--- config.mk ---
export PLATFORM = sky130hd
export DESIGN_NAME = io_channel_register_map
export DESIGN_NICKNAME = d
export VERILOG_FILES = /design/src/logic/edge_counter_bank.v /design/src/logic/io_channel_register_map.v
export VERILOG_INCLUDE_DIRS = /design/src /design/src/logic
export SDC_FILE = /design/constraint.sdc
export NUM_CORES = 2
export LEC_CHECK = 0
export ABC_AREA = 1
export BUFFER_PORTS_ARGS = -buffer_cell sky130_fd_sc_hd__buf_2
export CELL_PAD_IN_SITES_DETAIL_PLACEMENT = 2
export CELL_PAD_IN_SITES_GLOBAL_PLACEMENT = 2
export CORE_UTILIZATION = 37
export CTS_CLUSTER_SIZE = 20
export DETAILED_ROUTE_END_ITERATION = 10
export PLACE_DENSITY_LB_ADDON = 0.1
export SYNTH_ARGS = -nofsm -noshare
export SYNTH_HDL_FRONTEND = slang
export SYNTH_SLANG_ARGS = --single-unit
export TNS_END_PERCENT = 5
--- constraint.sdc ---
create_clock -name core_clk -period 9 [get_ports core_clk]
set_input_delay 1.8 -clock core_clk [delete_from_list [all_inputs] [get_ports core_clk]]
set_output_delay 1.8 -clock core_clk [all_outputs]
set_load 0.05 [all_outputs]
--- src/logic/io_channel_regs.vh ---
// Register offsets, reset values and field positions of the channel I/O map
`ifndef IO_CHANNEL_REGS_VH
`define IO_CHANNEL_REGS_VH

`define ADDR_NULL_OP 7'h00
`define ADDR_FUNC_SEL 7'h01
`define ADDR_CONV_SETUP 7'h05
`define ADDR_LIN_SETUP 7'h09
`define ADDR_GPO_BULK 7'h0d
`define ADDR_GPO_SETUP 7'h0e
`define ADDR_DRIVE_SETUP 7'h12
`define ADDR_LEVEL_CODE 7'h16
`define ADDR_CLEAR_CODE 7'h1a
`define ADDR_LIVE_CODE 7'h1e
`define ADDR_LIN_THRESH 7'h22
`define ADDR_CONV_CTRL 7'h23
`define ADDR_DIAG_SEL 7'h24
`define ADDR_LIN_LEVELS 7'h25
`define ADDR_CONV_RESULT 7'h26
`define ADDR_HEALTH_RESULT 7'h2a
`define ADDR_FAULT_FLAGS 7'h2e
`define ADDR_COND_FLAGS 7'h2f
`define ADDR_FAULT_MASK 7'h3c
`define ADDR_EDGE_COUNT 7'h3d
`define ADDR_READBACK_PTR 7'h41
`define ADDR_OVERTEMP_RST 7'h43
`define ADDR_SW_COMMAND 7'h44
`define ADDR_SPARE 7'h45
`define ADDR_DIE_REV 7'h46

`define RST_ZERO 16'h0000
`define RST_LIN_SETUP 16'h000b
`define RST_FAULT_FLAGS 16'h8000
`define NULL_COMMAND_WORD 16'h0000

`define READBACK_ADDR_MSB 6
`define READBACK_ADDR_LSB 0

`endif

--- src/logic/edge_counter_bank.v ---
// Four logic-input event counters, one per channel, counting each cycle the event is high
`timescale 1ns/1ns
module edge_counter_bank (
    input wire core_clk,
    input wire rst_n,
    input wire [3:0] input_event,
    output wire [63:0] counts
);
    // One saturating-free wrap counter per channel
    genvar ch;
    generate
        for (ch = 0; ch < 4; ch = ch + 1) begin : g_cnt
            reg [15:0] count;
            always @(posedge core_clk) begin
                if (!rst_n) begin
                    count <= 16'h0000;
                end else if (input_event[ch]) begin
                    count <= count + 16'h0001;
                end
            end
            assign counts[ch*16 +: 16] = count;
        end
    endgenerate
endmodule

--- src/logic/io_channel_register_map.v ---
// Register bank of the four-channel configurable I/O device
// Contract
// - Zero write to null command changes nothing
// - Null command register stores nothing, reads zero
// - Read-only registers ignore host writes
// - Flag registers readable, cleared by writing ones
// - Command register is write only, reads zero
// - Channel groups take four consecutive addresses
// - Per-channel input event counters, one count per cycle with the event high
// - Live output code register per channel
// - Per-channel converter result registers
// - Four diagnostic result registers
// - Auto read returns the register at the stored readback pointer address
`timescale 1ns/1ns
`include "io_channel_regs.vh"
module io_channel_register_map (
    input wire core_clk,
    input wire rst_n,
    input wire wr_en,
    input wire rd_en,
    input wire [6:0] addr,
    input wire [15:0] wr_data,
    output reg [15:0] rd_data,
    output reg rd_valid,
    input wire frame_end,
    input wire auto_read,
    input wire [63:0] live_code_in,
    input wire [3:0] live_code_load,
    input wire [63:0] result_in,
    input wire [3:0] result_load,
    input wire [63:0] health_in,
    input wire [3:0] health_load,
    input wire [15:0] lin_levels_in,
    input wire [3:0] input_event,
    input wire [15:0] fault_set,
    input wire [15:0] cond_set,
    output wire [255:0] config_out,
    output reg [15:0] command_word,
    output reg command_strobe,
    output wire [15:0] fault_mask_out
);
    parameter [15:0] DIE_REVISION = 16'h0001; // Arbitrary value

    // Per-channel groups, writable and hardware-loaded, each four words wide
    reg [15:0] func_sel [0:3];
    reg [15:0] conv_setup [0:3];
    reg [15:0] lin_setup [0:3];
    reg [15:0] gpo_setup [0:3];
    reg [15:0] drive_setup [0:3];
    reg [15:0] level_code [0:3];
    reg [15:0] clear_code [0:3];
    reg [15:0] live_code [0:3];
    reg [15:0] conv_result [0:3];
    reg [15:0] health_result [0:3];
    reg [15:0] gpo_bulk;
    reg [15:0] lin_thresh;
    reg [15:0] conv_ctrl;
    reg [15:0] diag_sel;
    reg [15:0] lin_levels;
    reg [15:0] fault_flags;
    reg [15:0] cond_flags;
    reg [15:0] fault_mask;
    reg [15:0] readback_ptr;
    reg [15:0] overtemp_rst;
    reg [15:0] spare;
    wire [63:0] edge_counts;
    reg [15:0] next_rd;
    reg hit;
    reg [6:0] rd_addr;
    reg [6:0] rd_rel;
    reg [3:0] grp_sel;
    wire auto_go;
    wire rd_go;
    wire [15:0] rd_word;
    wire [15:0] fault_clr;
    wire [15:0] cond_clr;

    edge_counter_bank u_counters (
        .core_clk(core_clk),
        .rst_n(rst_n),
        .input_event(input_event),
        .counts(edge_counts)
    );

    // Group base plus channel index, low two bits pick A..D
    function in_group;
        input [6:0] a;
        input [6:0] base;
        begin
            in_group = (a >= base) && (a < base + 7'd4);
        end
    endfunction

    // Writable per-channel groups and hardware-loaded read-only words
    genvar ch;
    generate
        for (ch = 0; ch < 4; ch = ch + 1) begin : g_ch
            // Offset from two compares so no wide integer lands in it
            wire [6:0] off = {5'b00000, ch >= 2, ch % 2 == 1};
            always @(posedge core_clk) begin
                if (!rst_n) begin
                    func_sel[ch] <= `RST_ZERO;
                    conv_setup[ch] <= `RST_ZERO;
                    lin_setup[ch] <= `RST_LIN_SETUP;
                    gpo_setup[ch] <= `RST_ZERO;
                    drive_setup[ch] <= `RST_ZERO;
                    level_code[ch] <= `RST_ZERO;
                    clear_code[ch] <= `RST_ZERO;
                    live_code[ch] <= `RST_ZERO;
                    conv_result[ch] <= `RST_ZERO;
                    health_result[ch] <= `RST_ZERO;
                end else begin
                    if (wr_en && addr == `ADDR_FUNC_SEL + off) begin
                        func_sel[ch] <= wr_data;
                    end
                    if (wr_en && addr == `ADDR_CONV_SETUP + off) begin
                        conv_setup[ch] <= wr_data;
                    end
                    if (wr_en && addr == `ADDR_LIN_SETUP + off) begin
                        lin_setup[ch] <= wr_data;
                    end
                    if (wr_en && addr == `ADDR_GPO_SETUP + off) begin
                        gpo_setup[ch] <= wr_data;
                    end
                    if (wr_en && addr == `ADDR_DRIVE_SETUP + off) begin
                        drive_setup[ch] <= wr_data;
                    end
                    if (wr_en && addr == `ADDR_LEVEL_CODE + off) begin
                        level_code[ch] <= wr_data;
                    end
                    if (wr_en && addr == `ADDR_CLEAR_CODE + off) begin
                        clear_code[ch] <= wr_data;
                    end
                    // Only hardware loads these; bus writes have no path
                    if (live_code_load[ch]) begin
                        live_code[ch] <= live_code_in[ch*16 +: 16];
                    end
                    if (result_load[ch]) begin
                        conv_result[ch] <= result_in[ch*16 +: 16];
                    end
                    if (health_load[ch]) begin
                        health_result[ch] <= health_in[ch*16 +: 16];
                    end
                end
            end
            assign config_out[ch*64 +: 16] = func_sel[ch];
            assign config_out[ch*64+16 +: 16] = conv_setup[ch];
            assign config_out[ch*64+32 +: 16] = drive_setup[ch];
            assign config_out[ch*64+48 +: 16] = level_code[ch];
        end
    endgenerate

    // Config words, pointer and spare; holes and read-only words drop out
    always @(posedge core_clk) begin
        if (!rst_n) begin
            gpo_bulk <= `RST_ZERO;
            lin_thresh <= `RST_ZERO;
            conv_ctrl <= `RST_ZERO;
            diag_sel <= `RST_ZERO;
            fault_mask <= `RST_ZERO;
            readback_ptr <= `RST_ZERO;
            overtemp_rst <= `RST_ZERO;
            spare <= `RST_ZERO;
        end else if (wr_en) begin
            case (addr)
                `ADDR_GPO_BULK: gpo_bulk <= wr_data;
                `ADDR_LIN_THRESH: lin_thresh <= wr_data;
                `ADDR_CONV_CTRL: conv_ctrl <= wr_data;
                `ADDR_DIAG_SEL: diag_sel <= wr_data;
                `ADDR_FAULT_MASK: fault_mask <= wr_data;
                `ADDR_READBACK_PTR: readback_ptr <= wr_data;
                `ADDR_OVERTEMP_RST: overtemp_rst <= wr_data;
                `ADDR_SPARE: spare <= wr_data;
                // Null command and holes store nothing; commands go below
                default: ;
            endcase
        end
    end

    // Level snapshot is hardware-owned; the bus has no write path to it
    always @(posedge core_clk) begin
        if (!rst_n) begin
            lin_levels <= `RST_ZERO;
        end else begin
            lin_levels <= lin_levels_in;
        end
    end

    // Host clear masks; a write to any other address clears nothing
    assign fault_clr = (wr_en && addr == `ADDR_FAULT_FLAGS) ?
        wr_data : 16'h0000;
    assign cond_clr = (wr_en && addr == `ADDR_COND_FLAGS) ?
        wr_data : 16'h0000;

    // Event flags: hardware sets them, the host clears by writing ones
    always @(posedge core_clk) begin
        if (!rst_n) begin
            fault_flags <= `RST_FAULT_FLAGS;
            cond_flags <= `RST_ZERO;
        end else begin
            // A new event in the clearing cycle survives: set wins
            fault_flags <= (fault_flags & ~fault_clr) | fault_set;
            cond_flags <= (cond_flags & ~cond_clr) | cond_set;
        end
    end

    // Command word and its one-cycle strobe; the word is never read back
    always @(posedge core_clk) begin
        if (!rst_n) begin
            command_word <= `RST_ZERO;
            command_strobe <= 1'b0;
        end else begin
            command_strobe <= wr_en && addr == `ADDR_SW_COMMAND;
            if (wr_en && addr == `ADDR_SW_COMMAND) begin
                command_word <= wr_data;
            end
        end
    end

    assign fault_mask_out = fault_mask;

    // Read groups, binary coded for the decoder below
    localparam [3:0] GRP_NONE = 4'h0;
    localparam [3:0] GRP_FUNC = 4'h1;
    localparam [3:0] GRP_CONV = 4'h2;
    localparam [3:0] GRP_LIN = 4'h3;
    localparam [3:0] GRP_GPO = 4'h4;
    localparam [3:0] GRP_DRIVE = 4'h5;
    localparam [3:0] GRP_LEVEL = 4'h6;
    localparam [3:0] GRP_CLEAR = 4'h7;
    localparam [3:0] GRP_LIVE = 4'h8;
    localparam [3:0] GRP_RESULT = 4'h9;
    localparam [3:0] GRP_HEALTH = 4'ha;
    localparam [3:0] GRP_EDGE = 4'hb;

    // An auto read at frame end outranks the bus address this cycle
    assign auto_go = auto_read && frame_end;
    assign rd_go = rd_en || auto_go;

    // Address that the read mux decodes this cycle
    always @* begin
        rd_addr = addr;
        if (auto_go) begin
            // Pointer bits above the address field are ignored
            rd_addr = readback_ptr[`READBACK_ADDR_MSB:`READBACK_ADDR_LSB];
        end
    end

    // Group of the read address and the channel inside that group
    always @* begin
        grp_sel = GRP_NONE;
        rd_rel = 7'h00;
        if (in_group(rd_addr, `ADDR_FUNC_SEL)) begin
            grp_sel = GRP_FUNC;
            rd_rel = rd_addr - `ADDR_FUNC_SEL;
        end else if (in_group(rd_addr, `ADDR_CONV_SETUP)) begin
            grp_sel = GRP_CONV;
            rd_rel = rd_addr - `ADDR_CONV_SETUP;
        end else if (in_group(rd_addr, `ADDR_LIN_SETUP)) begin
            grp_sel = GRP_LIN;
            rd_rel = rd_addr - `ADDR_LIN_SETUP;
        end else if (in_group(rd_addr, `ADDR_GPO_SETUP)) begin
            grp_sel = GRP_GPO;
            rd_rel = rd_addr - `ADDR_GPO_SETUP;
        end else if (in_group(rd_addr, `ADDR_DRIVE_SETUP)) begin
            grp_sel = GRP_DRIVE;
            rd_rel = rd_addr - `ADDR_DRIVE_SETUP;
        end else if (in_group(rd_addr, `ADDR_LEVEL_CODE)) begin
            grp_sel = GRP_LEVEL;
            rd_rel = rd_addr - `ADDR_LEVEL_CODE;
        end else if (in_group(rd_addr, `ADDR_CLEAR_CODE)) begin
            grp_sel = GRP_CLEAR;
            rd_rel = rd_addr - `ADDR_CLEAR_CODE;
        end else if (in_group(rd_addr, `ADDR_LIVE_CODE)) begin
            grp_sel = GRP_LIVE;
            rd_rel = rd_addr - `ADDR_LIVE_CODE;
        end else if (in_group(rd_addr, `ADDR_CONV_RESULT)) begin
            grp_sel = GRP_RESULT;
            rd_rel = rd_addr - `ADDR_CONV_RESULT;
        end else if (in_group(rd_addr, `ADDR_HEALTH_RESULT)) begin
            grp_sel = GRP_HEALTH;
            rd_rel = rd_addr - `ADDR_HEALTH_RESULT;
        end else if (in_group(rd_addr, `ADDR_EDGE_COUNT)) begin
            grp_sel = GRP_EDGE;
            rd_rel = rd_addr - `ADDR_EDGE_COUNT;
        end
    end

    // Read mux; only the low two bits of the group offset pick a channel
    always @* begin
        next_rd = 16'h0000;
        hit = 1'b1;
        case (grp_sel)
            GRP_FUNC: next_rd = func_sel[rd_rel[1:0]];
            GRP_CONV: next_rd = conv_setup[rd_rel[1:0]];
            GRP_LIN: next_rd = lin_setup[rd_rel[1:0]];
            GRP_GPO: next_rd = gpo_setup[rd_rel[1:0]];
            GRP_DRIVE: next_rd = drive_setup[rd_rel[1:0]];
            GRP_LEVEL: next_rd = level_code[rd_rel[1:0]];
            GRP_CLEAR: next_rd = clear_code[rd_rel[1:0]];
            GRP_LIVE: next_rd = live_code[rd_rel[1:0]];
            GRP_RESULT: next_rd = conv_result[rd_rel[1:0]];
            GRP_HEALTH: next_rd = health_result[rd_rel[1:0]];
            GRP_EDGE: next_rd = edge_counts[{rd_rel[1:0], 4'h0} +: 16];
            GRP_NONE: begin
                case (rd_addr)
                    `ADDR_NULL_OP: next_rd = 16'h0000;
                    `ADDR_GPO_BULK: next_rd = gpo_bulk;
                    `ADDR_LIN_THRESH: next_rd = lin_thresh;
                    `ADDR_CONV_CTRL: next_rd = conv_ctrl;
                    `ADDR_DIAG_SEL: next_rd = diag_sel;
                    `ADDR_LIN_LEVELS: next_rd = lin_levels;
                    `ADDR_FAULT_FLAGS: next_rd = fault_flags;
                    `ADDR_COND_FLAGS: next_rd = cond_flags;
                    `ADDR_FAULT_MASK: next_rd = fault_mask;
                    `ADDR_READBACK_PTR: next_rd = readback_ptr;
                    `ADDR_OVERTEMP_RST: next_rd = overtemp_rst;
                    `ADDR_SW_COMMAND: next_rd = 16'h0000;
                    `ADDR_SPARE: next_rd = spare;
                    `ADDR_DIE_REV: next_rd = DIE_REVISION;
                    default: hit = 1'b0;
                endcase
            end
            default: hit = 1'b0;
        endcase
    end

    // Hole reads answer zero rather than the last decoded word
    assign rd_word = hit ? next_rd : 16'h0000;

    // Read data holds until the next read is taken
    always @(posedge core_clk) begin
        if (!rst_n) begin
            rd_data <= 16'h0000;
        end else if (rd_go) begin
            rd_data <= rd_word;
        end
    end

    // Answer strobe, one cycle after each taken read
    always @(posedge core_clk) begin
        if (!rst_n) begin
            rd_valid <= 1'b0;
        end else begin
            rd_valid <= rd_go;
        end
    end
endmodule

Word level (Yosys, flattened, before mapping):

Memories as Yosys holds them, arrays and structs flattened.
Index checks and enable logic that the tools add are counted.

* register bits: 274
* memory bits (writable): 640
* bits of input ports: 285
* output and inout port bits: 306
* logic and storage cells: 423
* memories: 10

Memories
* clear_code: words 4, bits a word 16, read ports 1, clocked after Yosys merged registers in 0, write ports 4, line io_channel_register_map.v:51 `reg [15:0] clear_code [0:3];`
* conv_result: words 4, bits a word 16, read ports 1, clocked after Yosys merged registers in 0, write ports 4, line io_channel_register_map.v:53 `reg [15:0] conv_result [0:3];`
* conv_setup: words 4, bits a word 16, read ports 5, clocked after Yosys merged registers in 0, write ports 4, line io_channel_register_map.v:46 `reg [15:0] conv_setup [0:3];`
* drive_setup: words 4, bits a word 16, read ports 5, clocked after Yosys merged registers in 0, write ports 4, line io_channel_register_map.v:49 `reg [15:0] drive_setup [0:3];`
* func_sel: words 4, bits a word 16, read ports 5, clocked after Yosys merged registers in 0, write ports 4, line io_channel_register_map.v:45 `reg [15:0] func_sel [0:3];`
* gpo_setup: words 4, bits a word 16, read ports 1, clocked after Yosys merged registers in 0, write ports 4, line io_channel_register_map.v:48 `reg [15:0] gpo_setup [0:3];`
* +4 memories

* add/sub/neg operators: 15
* order comparisons: 22
* equal/unequal tests: 63
* shift-type cells: 1
* mux-type cells: 191
* bitwise logic cells: 46
* reductions and logical operators: 56

Operator list (number)
* 2-to-1 mux 16 bit: 43
* case mux 16 bit (12 select lines): 2
* 2-to-1 mux 1 bit: 122
* equality test 7 x 5 -> 1 bit (second input constant): 14
* equality test 7 x 6 -> 1 bit (second input constant): 13
* adder 16 x 1 -> 16 bit (second input constant): 4
* variable part select 64 x 7 -> 16 bit: 1
* equality test 7 x 4 -> 1 bit (second input constant): 9
* equality test 7 bit (second input constant): 9
* 2-to-1 mux 4 bit: 11
* logical AND 1 bit: 43
* OR 1 bit: 40
* AND 16 bit: 2
* NOT 16 bit: 2
* OR 16 bit: 2
* equality test 7 x 3 -> 1 bit (second input constant): 4
* >= comparator 7 x 5 -> 1 bit (second input constant): 4
* < comparator 7 x 5 -> 1 bit (second input constant): 4
* 2-to-1 mux 2 bit: 11
* >= comparator 7 x 6 -> 1 bit (second input constant): 3
* < comparator 7 x 6 -> 1 bit (second input constant): 3
* equality test 4 x 3 -> 1 bit (second input constant): 4
* equality test 4 bit (second input constant): 4
* AND reduction 2 bit: 8
* other kinds (19): 32

Longest topological paths before layout:

* word-level depth: 19
* gate-level depth with buffers: 27
* mapped depth without buffers: 24

By module:

From an unflattened synthesis, not the netlist that was laid out.

* cells, all modules: 5597
* area, all modules: 44742.9 sq um

By module, submodules not included
* io_channel_register_map: instances 1, cells an instance 5128, area each 41627.4 sq um, sequential area each 23422.5 sq um
* edge_counter_bank: instances 1, cells an instance 469, area each 3115.5 sq um, sequential area each 1281.2 sq um

Least setup slack after synthesis:

Ideal clock, no wire load.

* path type: input to register
* start point: in addr[4]
* end point: mem conv_setup[0][0] (enable)
* library setup time: 411 ps
* arrival: 3904 ps
* required time: 8589 ps
* setup slack: 4685 ps
* stages: 5
* path buffers: 0
* path through: nor2_1 -> inv_1 -> nor3_1 -> inv_1 -> o21ai_0

RTL lines
* from (decl): line io_channel_register_map.v:21 `input wire [6:0] addr,`
* to (decl): line io_channel_register_map.v:46

Final worst setup path:

* start point: in frame_end
* end point: reg rd_data[14]

* longest elaborated chain between the ends: 19
* elaborated cells on any way between the ends: 113
* those cells by class: 11 x add/sub; 22 x order compare; 24 x eq/ne; 1 x shift; 28 x mux; 17 x reduce/logical; 10 x memory

Ends and longest elaborated chain
* from (decl): line io_channel_register_map.v:25 `input wire frame_end,`
* logical AND 1 bit *: line io_channel_register_map.v:237 `assign auto_go = auto_read && frame_end;`
* parallel branches: the longest is 18 deep, another holds >= comparator 7 x 6 -> 1 bit
* to (signal assigned): line io_channel_register_map.v:336 `rd_data <= rd_word;`
* to (decl): line io_channel_register_map.v:23 `output reg [15:0] rd_data,`

Every way passes the cells marked *.
A chain may end at the register's enable or synchronous reset.

==> results.txt <==
The tools report the TritonCTS buffer count as 106. The tightest slew margin relative to the limit came out at 10.1%. TritonCTS built the clock tree. The tools report the final worst slack as 2.15 ns. The tool flagged a number of max-cap violations equal to 0. For this run the aggregate overflow at the end of global routing stands at 0.

The number of nets still failing antenna checks after routing was 0; the final weighted congestion in routability-driven placement was 0.883. Before antenna repair, the detailed router went through 6 iterations. The tools report the number of antenna violations at the first check in global routing as 10. With fillers left out, the area of the finished cells amounts to 51900 µm².

The internal reg-to-reg setup slack is 3.34 ns. The highest cell delay on the worst timing path is 0.72 ns, and the sequential cell area in the final layout is 24700 µm². In the finished design, the share of the clock period the worst path needs comes to 76.1%. The later-pin clock latency in the skew report was 0.72 ns; the post-route total power was 11.5 mW. After synthesis, the share of flip-flops with an asynchronous set or reset is 0%. The total routed wirelength is 206000 µm. Global routing used 55.6% of the available met2 tracks. The critical path is of the primary input to flip-flop type. In this run the vertical extent of the chip is 349 µm. The synthesis-to-finish area growth works out to 16.8%.

For met3 alone, demand over resource in global routing was 4.47%. Detailed routing inserted a total of 41.5k vias. The floorplan step defined a core boundary enclosing 119000 µm². The via count of the first global-routing pass was 43.8k. In this run the post-CTS setup repair buffer count came out at 0. Number of port buffers: 590. The mean instance size in the synthesized netlist came out at 8.10 µm². The critical path required time is 9.57 ns, and the top cell type's share of synthesized area is 43.2%. Setup violations remaining at the end of the flow were counted as 0. The layout net count is 6173, and the Yosys warning count is 0. The number of gates resized after CTS was 0. Count of pins over their slew limit: 0. Summed over all cells, the static leakage comes to 23.8 nW.

The average detailed-routed wire length per instance is 27.2 µm, and the post-detailed-route via-to-cell ratio is 5.48. In the final layout, the multi-input gates occupy 15400 µm². In the synthesized netlist the dominant register cell turns out to be edfxtp_1. For the sink count of the clock tree, the log shows 914. STA puts the critical path data arrival time at 7.41 ns. Measured on the finished design, the core utilization comes to 43.8%. The run gives 1.55 ns as the post-placement worst setup slack.

Setup repair after global routing left no endpoint under its margin. For the upper clock frequency limit, the log shows 0.146 GHz. The nature of the critical path startpoint is a primary input. The count of endpoints failing hold in the final timing report is 0. The first-pass GRT wire length is 298000 µm. The clock tree root driver cell is clkbuf_16. The kind of end point of the critical path is a flip-flop. The synthesized design spends more area on one cell type than any other, namely edfxtp_1. Share of post-route cells with drive strength above 1: 14.9%.

The transition time of the tightest slew-check pin came out at 1.34 ns. For this run, design rule violations remaining after detail routing come to 0. The clock arrives with 0.0258 ns of skew. The flow ran to the end, and the final reports show no timing, DRC or antenna violations. The placement row count was 126; the area of the die was 122000 µm². The placed instances occupy a cell area of 48400 µm².

By area the synthesized netlist is led by edfxtp_1, dfxtp_1, nand2_1, nand3_1, nor2_1. The HPWL after detailed placement is 142000 µm. The run gives 55.6% as the share of synthesized area occupied by flip-flops and latches. Dividing total power by cell area gives a power density of 222 nW/µm². For the pin count of the biggest net entering global routing, the log shows 220. For the aggregate negative setup slack, the log shows 0 ns.

After global routing, the most crowded layer is met2. Post-synthesis net count: 5780. In this run, synthesis inferred 640 flip-flops with an integrated enable. The worst-case IR drop observed on VDD is 0.142 mV.

After technology mapping, the gate count stands at 5487. The longest clock path from root to sink contains 3 buffers. The tightest hold path in the finished design has a slack of 0.467 ns.

After synthesis the cells add up to 44500 µm². The path class of the lowest-slack min-delay path is flip-flop to flip-flop. The count of hold-fix buffers inserted at cts was 0. The logs give 43.0% for the global-route track usage on met1 and 591 for the I/O pin total. In this run the number of H-tree levels came out at 3. The number of cells on the worst hold path works out to 1.

The maximum fanout count along the critical path was 70; the total global routing track utilization was 33.3%. For this configuration, the core starts out at a cell density of 37.5%. The flop and latch count out of synthesis works out to 914. The clock period could shrink to 6.85 ns. Among all stages on the critical path, the largest delay is contributed by a21oi_4. The width of the chip is 349 µm. Counting stages on the worst path, the most repeated cell is nand2_1. Counting cells, the worst reg-to-reg path comes to 24. The run gives 3299 as the violation count after the first detailed-routing iteration.

Counting tap cells, the placed design contains a total of 7372 instances. After clock tree synthesis, the clock-pin slew on the worst setup and hold paths is 0.06 ns. Fill cells in the final layout number 13.5k. The finished layout holds 7573 standard cells, fillers aside.

The run gives 44 as the number of different library cells in the post-synthesis netlist.
==> sequential cells by signal, indices dropped and copies added, names as in the netlist, 64 cells and up <==
register                cells
clear_code                 64
conv_result                64
conv_setup                 64
drive_setup                64
func_sel                   64
gpo_setup                  64
health_result              64
level_code                 64
lin_setup                  64
live_code                  64
u_counters.g_cnt.count     64
==> layer usage <==
layer | up-vias | routed length, µm
met2 | 1526 | 97500
met5 | - | 89
met3 | 355 | 12700
met1 | 21190 | 86000
li1 | 18445 | -
met4 | 14 | 9370
==> report_power, final <==
group,switching (mW),leakage [nW],internal [mW]
clock,1.92,1.72,2.55
combinational,1.71,13.5,0.497
sequential,0.148,8.55,4.72
total,3.78,23.8,7.77
==> kinds of logic (layout without fill, tap and decap cells) <==
family	count (synthesis)	in the layout	share of synthesized area, %
AND/OR/NAND/NOR	2918	2918	27.5
buffers and inverters	1098	1583	10.1
flip-flops	914	914	55.6
AO/OA/AOI/OAI	548	548	6.59
adder cells (fa/ha/maj)	8	8	0.225
XOR/XNOR	1	1	0.0197
other	0	1	0
==> critical path, delay by kind of cell <==
| family | cells | cell delay, ns |
|---|---|---|
| adders and majority gates | 1 | 0.27 |
| buffers and inverters | 7 | 1.37 |
| AOI/OAI and AO/OA | 3 | 1.29 |
| and+or+nand+nor | 14 | 2.57 |
==> cells in the final DEF, fill, tap and decap left out, types with 107 or more instances in the layout <==
cell	synthesis	final
inv_1	731	714
clkbuf_16	0	107
edfxtp_1	640	640
o21ai_0	242	231
nand2_1	1280	1280
nand3_1	689	689
nor2_1	804	796
dfxtp_1	274	274
a21oi_1	244	244
buf_2	123	589
==> path summary, 6_finish.rpt <==
check / start / to
max: frame_end / rd_data[14]
min: u_counters.g_cnt[0].count[15] / u_counters.g_cnt[0].count[15]
min reg2reg: u_counters.g_cnt[0].count[15] / u_counters.g_cnt[0].count[15]
max reg2reg: readback_ptr[0] / rd_data[14]
==> synth_stat cells, types with 2 or more instances <==
cell	number
a21oi_1	244
a221oi_1	16
a31oi_1	14
buf_1	7
buf_2	123
buf_4	10
buf_6	22
clkbuf_1	201
clkinv_1	2
dfxtp_1	274
edfxtp_1	640
ha_1	8
inv_1	731
inv_2	2
nand2_1	1280
nand2_2	12
nand2_4	2
nand3_1	689
nand3b_1	40
nand4_1	17
nor2_1	804
nor2_2	3
nor2_4	3
nor3_1	40
nor3_2	3
nor3b_1	3
nor4_1	9
o2111ai_1	9
o21a_1	3
o21ai_0	242
o21ai_2	4
o221ai_1	3
o22ai_1	2
o41ai_1	4
or2_2	12
==> final cells by class <==
type / count / area share, %
Clock inverter: 68 / 1.29
Clock buffer: 132 / 5.45
Sequential cell: 914 / 47.6
Multi-Input combinational cell: 3475 / 29.7
Antenna cell: 1 / 0.00482
Timing Repair Buffer: 648 / 6.81
Inverter: 735 / 5.32
Tap cell: 1600 / 3.86
Note: power is estimated with default switching activity, not from simulation.
